[config.mk]
export PLATFORM = sky130hd
export DESIGN_NAME = uss_shift_reg
export DESIGN_NICKNAME = d
export VERILOG_FILES = /design/src/uss_pkg.sv /design/src/uss_shift_reg.sv /design/src/uss_pin_sync.sv /design/src/uss_fifo.sv
export SDC_FILE = /design/constraint.sdc
export NUM_CORES = 1
export LEC_CHECK = 0
export ABC_CLOCK_PERIOD_IN_PS = 6500
export BUFFER_PORTS_ARGS = -buffer_cell sky130_fd_sc_hd__buf_2
export CAP_MARGIN = 20
export CORE_ASPECT_RATIO = 0.7
export CORE_MARGIN = 2
export CORE_UTILIZATION = 60
export CTS_BUF_LIST = sky130_fd_sc_hd__clkbuf_8 sky130_fd_sc_hd__clkbuf_16
export DETAILED_ROUTE_END_ITERATION = 6
export GPL_TIMING_DRIVEN = 0
export PLACE_DENSITY = 0.89
export SYNTH_ARGS = -nofsm -noshare
export SYNTH_HDL_FRONTEND = slang
export SYNTH_SLANG_ARGS = --single-unit
[constraint.sdc]
create_clock -name clk -period 6.5 [get_ports clk]
set_clock_uncertainty 0.2 [all_clocks]
set_input_delay 0.975 -clock clk [delete_from_list [all_inputs] [get_ports clk]]
set_output_delay 0.975 -clock clk [all_outputs]
set_load 0.005 [all_outputs]
[src/uss_pkg.sv]
package uss_pkg;
  // Register geometry
  localparam int STAGES = 8;
  localparam int FIFO_DEPTH = 32;
  localparam int ADDR_W = 12;

  // Register byte offsets
  localparam logic [11:0] CTRL_OFFS = 12'h000;
  localparam logic [11:0] STATUS_OFFS = 12'h004;
  localparam logic [11:0] DATA_OFFS = 12'h008;

  // Control register fields
  localparam int CTRL_CAPTURE_BIT = 0;
  localparam logic CTRL_CAPTURE_RST = 1'b0;

  // Status register fields
  localparam int STAT_STAGE_LSB = 0;
  localparam int STAT_EMPTY_BIT = 8;
  localparam int STAT_FULL_BIT = 9;
  localparam int STAT_OVF_BIT = 10;
  localparam int STAT_COUNT_LSB = 16;

  // Data register fields
  localparam int DATA_STAGE_LSB = 0;
  localparam int DATA_MODE_LSB = 8;
  localparam int DATA_VALID_BIT = 12;

  // Pin synchroniser depth and stage reset value
  localparam int SYNC_STAGES = 3;
  localparam logic [7:0] STAGE_RST = 8'h00;

  // Mode encoding: {mode_sel_hi, mode_sel_lo}
  typedef enum logic [1:0] {
    MODE_HOLD = 2'b00,
    MODE_RIGHT = 2'b01,
    MODE_LEFT = 2'b10,
    MODE_LOAD = 2'b11
  } uss_mode_e;

  // Synchronised pin group
  typedef struct packed {
    logic shiftClock;
    logic rightSerialIn;
    logic leftSerialIn;
    logic modeSelHi;
    logic modeSelLo;
    logic outEnA_n;
    logic outEnB_n;
    logic [7:0] parBus;
  } uss_pins_s;

  localparam int PINS_W = $bits(uss_pins_s);
  localparam logic [PINS_W-1:0] PINS_RST = {1'b0, 1'b0, 1'b0, 1'b0, 1'b0, 1'b1, 1'b1, 8'h00};

  // Snapshot pushed into the capture FIFO after each update while capture is enabled
  typedef struct packed {
    uss_mode_e mode;
    logic [7:0] stages;
  } uss_snap_s;

  localparam int SNAP_W = $bits(uss_snap_s);
endpackage

[src/uss_shift_reg.sv]
`timescale 1ns/1ps
// Operation
// - Eight storage stages with selectable next value
// - Low clear forces all stages zero immediately
// - Apart from clear, state changes only on shift clock rise
// - Both selects high loads bus into stages
// - Shift right: serial into stage 0
// - Shift left: serial into stage 7
// - Both selects low holds all stages
// - Either enable high releases the bus
// - Operations continue while bus released
// - Load mode also releases the bus
// - Enabled drivers show stages; bus feeds loads
// - Stage 0 and 7 on dedicated outputs
module uss_shift_reg #(
  parameter int WIDTH = 8,
  parameter int FIFO_DEPTH = 32
) (
  input wire logic clk,
  input wire logic rstn,
  // Device pins
  input wire logic shift_clock,
  input wire logic right_serial_in,
  input wire logic left_serial_in,
  input wire logic mode_sel_hi,
  input wire logic mode_sel_lo,
  input wire logic clear_n,
  input wire logic out_en_a_n,
  input wire logic out_en_b_n,
  input wire logic [WIDTH-1:0] parBusIn,
  output logic [WIDTH-1:0] parBusOut,
  output logic parBusOe_n,
  output logic first_stage_out,
  output logic last_stage_out,
  // APB slave
  input wire logic psel,
  input wire logic penable,
  input wire logic pwrite,
  input wire logic [uss_pkg::ADDR_W-1:0] paddr,
  input wire logic [31:0] pwdata,
  output logic [31:0] prdata,
  output logic pready,
  output logic pslverr
);
  localparam int CNT_W = $clog2(FIFO_DEPTH) + 1;

  uss_pkg::uss_pins_s pinsRaw;
  uss_pkg::uss_pins_s pins;
  uss_pkg::uss_mode_e mode;
  uss_pkg::uss_snap_s snapIn;
  uss_pkg::uss_snap_s snapOut;
  logic [WIDTH-1:0] stage_q;
  logic [WIDTH-1:0] stage_d;
  logic clkPrev_q;
  logic clkRise;
  logic clrN;
  logic updated_q;
  logic capture_q;
  logic overflow_q;
  logic fifoInReady;
  logic fifoOutValid;
  logic fifoPop;
  logic [CNT_W-1:0] fifoCount;
  logic apbAccess;
  logic apbWrite;
  logic apbRead;
  logic [31:0] rdData;
  logic addrHit;

  initial begin
    if (WIDTH != uss_pkg::STAGES) $error("uss_shift_reg: WIDTH must equal the stage count");
    if (FIFO_DEPTH < 2) $error("uss_shift_reg: FIFO_DEPTH too small");
  end

  // Every pin except the clear passes the three-flop synchroniser
  assign pinsRaw = '{
    shiftClock: shift_clock,
    rightSerialIn: right_serial_in,
    leftSerialIn: left_serial_in,
    modeSelHi: mode_sel_hi,
    modeSelLo: mode_sel_lo,
    outEnA_n: out_en_a_n,
    outEnB_n: out_en_b_n,
    parBus: parBusIn
  };

  uss_pin_sync #(
    .WIDTH(uss_pkg::PINS_W),
    .RST_VAL(uss_pkg::PINS_RST)
  ) pinSync (
    .clk(clk),
    .rstn(rstn),
    .pinIn(pinsRaw),
    .pinStable(pins)
  );

  // Data and selects travel through the same chain, so they stay aligned to the clock edge
  assign mode = uss_pkg::uss_mode_e'({pins.modeSelHi, pins.modeSelLo});

  // Edge detector on the filtered shift clock
  always_ff @(posedge clk or negedge rstn) begin
    if (!rstn) begin
      clkPrev_q <= 1'b0;
    end else begin
      clkPrev_q <= pins.shiftClock;
    end
  end

  assign clkRise = pins.shiftClock && !clkPrev_q;

  // Next-value logic of the inter-stage network
  always_comb begin
    stage_d = stage_q;
    case (mode)
      uss_pkg::MODE_LOAD: begin
        stage_d = pins.parBus;
      end
      uss_pkg::MODE_RIGHT: begin
        stage_d = {stage_q[WIDTH-2:0], pins.rightSerialIn};
      end
      uss_pkg::MODE_LEFT: begin
        stage_d = {pins.leftSerialIn, stage_q[WIDTH-1:1]};
      end
      default: begin
        stage_d = stage_q;
      end
    endcase
  end

  // Raw clear pin acts asynchronously, so it bypasses the synchroniser
  assign clrN = rstn && clear_n;

  // Stage flops; the output enables play no part here
  always_ff @(posedge clk or negedge clrN) begin
    if (!clrN) begin
      stage_q <= uss_pkg::STAGE_RST;
    end else if (clkRise) begin
      stage_q <= stage_d;
    end
  end

  // Bus drivers released by either enable or by load mode
  assign parBusOe_n = pins.outEnA_n || pins.outEnB_n
    || (mode == uss_pkg::MODE_LOAD);
  assign parBusOut = stage_q;

  // Cascade outputs come straight from the end stages
  assign first_stage_out = stage_q[0];
  assign last_stage_out = stage_q[WIDTH-1];

  // Marks a clocked update one cycle later so the snapshot holds the new value
  always_ff @(posedge clk or negedge rstn) begin
    if (!rstn) begin
      updated_q <= 1'b0;
    end else begin
      updated_q <= clkRise && (mode != uss_pkg::MODE_HOLD);
    end
  end

  assign snapIn = '{mode: mode, stages: stage_q};

  // Capture FIFO; a full FIFO refuses snapshots and raises overflow
  uss_fifo #(
    .WIDTH(uss_pkg::SNAP_W),
    .DEPTH(FIFO_DEPTH)
  ) snapFifo (
    .clk(clk),
    .rstn(rstn),
    .inValid(updated_q && capture_q),
    .inReady(fifoInReady),
    .inData(snapIn),
    .outValid(fifoOutValid),
    .outReady(fifoPop),
    .outData(snapOut),
    .count(fifoCount)
  );

  // Zero-wait-state APB slave
  assign apbAccess = psel && penable;
  assign apbWrite = apbAccess && pwrite;
  assign apbRead = apbAccess && !pwrite;
  assign pready = 1'b1;
  assign fifoPop = apbRead && (paddr == uss_pkg::DATA_OFFS) && fifoOutValid;

  // Address decode and read mux
  always_comb begin
    rdData = 32'h00000000;
    addrHit = 1'b1;
    if (paddr == uss_pkg::CTRL_OFFS) begin
      rdData[uss_pkg::CTRL_CAPTURE_BIT] = capture_q;
    end else if (paddr == uss_pkg::STATUS_OFFS) begin
      rdData[uss_pkg::STAT_STAGE_LSB +: WIDTH] = stage_q;
      rdData[uss_pkg::STAT_EMPTY_BIT] = !fifoOutValid;
      rdData[uss_pkg::STAT_FULL_BIT] = !fifoInReady;
      rdData[uss_pkg::STAT_OVF_BIT] = overflow_q;
      rdData[uss_pkg::STAT_COUNT_LSB +: CNT_W] = fifoCount;
    end else if (paddr == uss_pkg::DATA_OFFS) begin
      rdData[uss_pkg::DATA_STAGE_LSB +: WIDTH] = snapOut.stages;
      rdData[uss_pkg::DATA_MODE_LSB +: 2] = snapOut.mode;
      rdData[uss_pkg::DATA_VALID_BIT] = fifoOutValid;
    end else begin
      addrHit = 1'b0;
    end
  end

  assign pslverr = apbAccess && !addrHit;

  // Read data registered at the access edge would be one cycle late, so it is muxed live
  assign prdata = apbRead ? rdData : 32'h00000000;

  // Control register: capture enable steers the FIFO push
  always_ff @(posedge clk or negedge rstn) begin
    if (!rstn) begin
      capture_q <= uss_pkg::CTRL_CAPTURE_RST;
    end else if (apbWrite && paddr == uss_pkg::CTRL_OFFS) begin
      capture_q <= pwdata[uss_pkg::CTRL_CAPTURE_BIT];
    end
  end

  // Overflow sticky bit; a new drop wins over a write-one clear
  always_ff @(posedge clk or negedge rstn) begin
    if (!rstn) begin
      overflow_q <= 1'b0;
    end else if (updated_q && capture_q && !fifoInReady) begin
      overflow_q <= 1'b1;
    end else if (apbWrite && paddr == uss_pkg::STATUS_OFFS && pwdata[uss_pkg::STAT_OVF_BIT]) begin
      overflow_q <= 1'b0;
    end
  end
endmodule // uss_shift_reg

[src/uss_pin_sync.sv]
`timescale 1ns/1ps
module uss_pin_sync #(
  parameter int WIDTH = 1,
  parameter logic [WIDTH-1:0] RST_VAL = '0
) (
  input wire logic clk,
  input wire logic rstn,
  input wire logic [WIDTH-1:0] pinIn,
  output logic [WIDTH-1:0] pinStable
);
  logic [WIDTH-1:0] meta_q;
  logic [WIDTH-1:0] sync2_q;
  logic [WIDTH-1:0] sync3_q;

  initial begin
    if (WIDTH < 1) $error("uss_pin_sync: WIDTH must be at least 1");
  end

  // Three-flop chain; the first flop feeds only the second
  always_ff @(posedge clk or negedge rstn) begin
    if (!rstn) begin
      meta_q <= RST_VAL;
      sync2_q <= RST_VAL;
      sync3_q <= RST_VAL;
    end else begin
      meta_q <= pinIn;
      sync2_q <= meta_q;
      sync3_q <= sync2_q;
    end
  end

  // A bit changes only once the last two stages agree, filtering one-cycle glitches
  always_ff @(posedge clk or negedge rstn) begin
    if (!rstn) begin
      pinStable <= RST_VAL;
    end else begin
      for (int i = 0; i < WIDTH; i++) begin
        if (sync2_q[i] == sync3_q[i]) begin
          pinStable[i] <= sync3_q[i];
        end
      end
    end
  end
endmodule // uss_pin_sync

[src/uss_fifo.sv]
`timescale 1ns/1ps
module uss_fifo #(
  parameter int WIDTH = 8,
  parameter int DEPTH = 32
) (
  input wire logic clk,
  input wire logic rstn,
  input wire logic inValid,
  output logic inReady,
  input wire logic [WIDTH-1:0] inData,
  output logic outValid,
  input wire logic outReady,
  output logic [WIDTH-1:0] outData,
  output logic [$clog2(DEPTH):0] count
);
  localparam int PTR_W = $clog2(DEPTH);

  logic [WIDTH-1:0] mem_q [DEPTH];
  logic [PTR_W-1:0] wrPtr_q;
  logic [PTR_W-1:0] rdPtr_q;
  logic [PTR_W:0] count_q;
  logic doPush;
  logic doPop;

  initial begin
    if (DEPTH < 2 || (DEPTH & (DEPTH - 1)) != 0) $error("uss_fifo: DEPTH must be a power of two");
    if (WIDTH < 1) $error("uss_fifo: WIDTH must be at least 1");
  end

  // Handshakes are combinational from the fill level
  assign inReady = (count_q != (PTR_W + 1)'(DEPTH));
  assign outValid = (count_q != '0);
  assign doPush = inValid && inReady;
  assign doPop = outValid && outReady;
  assign outData = mem_q[rdPtr_q];
  assign count = count_q;

  // Storage; no reset needed since empty hides stale words
  always_ff @(posedge clk) begin
    if (doPush) begin
      mem_q[wrPtr_q] <= inData;
    end
  end

  // Pointers wrap naturally because depth is a power of two
  always_ff @(posedge clk or negedge rstn) begin
    if (!rstn) begin
      wrPtr_q <= '0;
      rdPtr_q <= '0;
      count_q <= '0;
    end else begin
      if (doPush) wrPtr_q <= wrPtr_q + 1'b1;
      if (doPop) rdPtr_q <= rdPtr_q + 1'b1;
      if (doPush && !doPop) count_q <= count_q + 1'b1;
      else if (doPop && !doPush) count_q <= count_q - 1'b1;
    end
  end
endmodule // uss_fifo

==> reports/results.tsv <==
stage	metric	value	unit
drt	Antenna Nets Post-Route	0	
worst_setup_path	max incr delay on CP	0.79	ns
worst_setup_path	worst-path fanout max	10	
floorplan	Core ar.	0.0259	mm^2
logic_synthesis	count leader, synth	edfxtp_1	
timing	Hold Slack	0.151	ns
logic_synthesis	Synth top cells by count	edfxtp_1 (320), dfrtp_1 (80), mux4_2 (59)	
logic_synthesis	Top FF cell, synth	edfxtp_1	
logic_synthesis	area leader, netlist	edfxtp_1	
cts	clock buffer depth	3	
power_and_ir_drop	Leakage	0.00634	uW
power_and_ir_drop	Max IR drop VDD	0.000312	V
logic_synthesis	cells after synthesis	867	
cts	Root Driver	clkbuf_16	
floorplan	die area	0.0279	mm^2
drt	DRT iter0 DRCs	1464	
global_routing	wire length of the first global-routing pass	56700	um
timing	Fin. Hold Viols	0	
worst_setup_path	R2R setup slack	2.48	ns
worst_hold_path	min-delay src	pinSync.meta_q[7]	
worst_setup_path	critical-path cell list	buf_2 -> clkbuf_1 -> mux4_2 -> a22oi_1 -> nand2_1 -> a32o_1 -> buf_2	
worst_setup_path	Buf+Inv Stages, Crit Path	3	
timing	relative slew slack	0.256	
floorplan	# rows	49	
timing	setup TNS	0	ns
worst_hold_path	Min-Delay Endpoint	pinSync.sync2_q[7]	
timing	final setup fails	0	
logic_synthesis	top cell type's share of synthesized area	0.603	
cts	htree depth	2	
cells_and_area	share of post-route cells with drive strength above 1	0.236	
place	global placement routability congestion	0.902	
worst_setup_path	Critical Path Start Type	flip-flop	
cts	Clock Sinks	408	
worst_setup_path	Worst Setup End Kind	primary output	
place	Port Buffers	64	
logic_synthesis	Async S/R FF share, synth	0.216	
floorplan	initial core utilization	0.616	
drt	vias per cell	6.63	
logic_synthesis	post-synth cell types	58	
cts	Post-CTS Setup Inserts	0	
cts	CTS tree	built	
cells_and_area	Final #Nets	1076	
worst_setup_path	Crit Reg-Reg Endpoint	snapFifo.count[5]	
global_routing	largest net degree at the start of global routing	50	
timing	f_max	207	MHz
logic_synthesis	Synth area leaders	edfxtp_1 (60%), dfrtp_1 (13%), mux4_2 (8.3%)	
cts	cts hold-fix bufs	0	
cts	CTS Buf Count	36	
status	status	complete, no violations	
place	post-DP HPWL	24100	um
logic_synthesis	average cell area after synthesis	18.4	um^2
global_routing	vias in the first global route	8897	
worst_setup_path	Slowest-stage cell, CP	clkbuf_1	
worst_hold_path	worst hold path type	reg -> reg	
place	pre-CTS setup slack	2.16	ns
timing	min Tclk post-route	4.84	ns
place	placed insts	1310	
timing	final cycle utilization of the critical path	0.744	
global_routing	total gr overflow	0	
cells_and_area	Layout Area Growth over Synthesis	14.1	%
worst_setup_path	WP data required	5.32	ns
worst_setup_path	most frequent CP cell	buf_2	
worst_hold_path	worst hold stages	0	
cts	clk_lat worst skew	0.54	ns
worst_setup_path	WP data arrival	3.66	ns
logic_synthesis	register bit total from synthesis	408	
global_routing	Total GRT Usage	0.284	
worst_setup_path	worst r2r src	snapFifo.count[3]	
cells_and_area	fin cells	1378	
worst_setup_path	worst r2r path cells	12	
cells_and_area	Ant. Diodes	0	
worst_setup_path	critical path's top delay family	buffers and inverters	
worst_setup_path	Crit Path Class	reg -> out	
power_and_ir_drop	P per Cell Area	313	mW/mm^2
floorplan	I/O pin count	110	
timing	RSZ-0062 raised after global routing	false	
drt	via count	9143	
logic_synthesis	EDFF count, synth	320	
drt	final wirelength	39000	um
timing	final worst setup slack	1.66	ns
logic_synthesis	synthesized area	0.0159	mm^2
timing	max-slew violation count	0	
global_routing	initial antenna violation count	0	
logic_synthesis	register area share after synthesis	0.742	
floorplan	Die Ht	140	um
drt	# DRC	0	
cts	Clock transition at path regs	0.07	ns
drt	Wirelength per Cell	28.3	um
cts	CTS resizes	0	
drt	DR pass1 iterations	5	
flow_run	maxcap violations	0	
timing	worst-margin pin slew	1.11	ns
logic_synthesis	Ys Warns	0	
floorplan	Die W	199	um
## kinds of logic (layout without fill, tap and decap cells)
family | after synthesis | after routing | share of synthesized area
multiplexers | 104 | 104 | 0.113
flip-flops | 408 | 408 | 0.742
AND/OR/NAND/NOR | 138 | 138 | 0.0434
XOR/XNOR | 12 | 12 | 0.00660
adder cells (fa/ha/maj) | 30 | 30 | 0.0217
buffers and inverters | 66 | 207 | 0.0250
AO/OA/AOI/OAI | 107 | 107 | 0.0478
other | 2 | 15 | 0.000471
## per-layer routing
layer | track usage | share of wire
met5 | 0 | 0
met4 | 0.0809 | 0.029
met3 | 0.0684 | 0.12
met2 | 0.439 | 0.48
met1 | 0.412 | 0.37
## final cells by class
| cell class | count | area [um^2] |
|---|---|---|
| multi-input combinational | 406 | 3760 |
| clock buffer | 38 | 951 |
| timing repair buffer | 78 | 639 |
| inverter | 11 | 41.3 |
| clock inverter | 25 | 164 |
| sequential | 408 | 11800 |
| fill | 1514 | 7690 |
| tap | 357 | 447 |
| buffer | 55 | 357 |
## per-stage QoR
stage,area (um^2),power (uW),util
after floorplan,16000,3310,-
after global placement,16700,3490,0.647
after detailed placement,17000,3640,0.656
after CTS,18100,5660,0.700
after global routing,18200,5810,0.703
final,18200,5680,0.703
## registers in the layout, summed over array words and instances (netlist names)
name and cells:
pinSync.sync3_q 15, overflow_q 1, capture_q 1, pinSync.meta_q 15, clkPrev_q 1, snapFifo.rdPtr_q 5
snapFifo.wrPtr_q 5, pinSync.pinStable 15, pinSync.sync2_q 15, parBusOut 8, snapFifo.count 6, snapFifo.mem_q 320
updated_q 1
## placed cells by master, fill, tap and decap left out, types with 3 or more instances in the layout
cell type	n
o21ai_0	24
and3_1	3
clkinv_2	4
o22ai_1	10
a21oi_1	10
nand2_1	50
a32o_1	10
ha_1	14
nor2b_1	4
clkbuf_16	38
nand4_1	6
xor2_1	3
buf_8	3
o221ai_1	8
nand3_1	5
mux2i_1	40
conb_1	15
xnor2_1	9
a211oi_1	8
buf_16	10
clkbuf_1	19
nor2_1	40
nand3b_1	3
buf_2	69
dfrtp_1	80
and2_1	8
maj3_1	15
a22oi_1	26
clkinv_1	5
buf_4	25
inv_1	22
buf_6	6
mux2_2	3
mux4_2	59
nor4_1	4
dfstp_2	8
edfxtp_1	320
## how the worst max path moves through the flow
stage,depth (start not counted),startpoint,to
2_1_floorplan,12,paddr[9],snapFifo.count[5]
3_3_place_gp,8,paddr[9],prdata[7]
3_5_place_dp,8,paddr[9],prdata[7]
4_1_cts,7,snapFifo.rdPtr_q[1],prdata[1]
5_1_grt,7,snapFifo.rdPtr_q[1],prdata[1]
6_report,7,snapFifo.rdPtr_q[1],prdata[1]
## report_power, final
group	total, uW	switching [uW]	internal (uW)	leakage (uW)
registers	3200	148	3050	0.00397
clock network	2060	922	1140	0.000592
logic	428	260	168	0.00178
total	5680	1330	4350	0.00634
(Power assumes the default switching activity.)
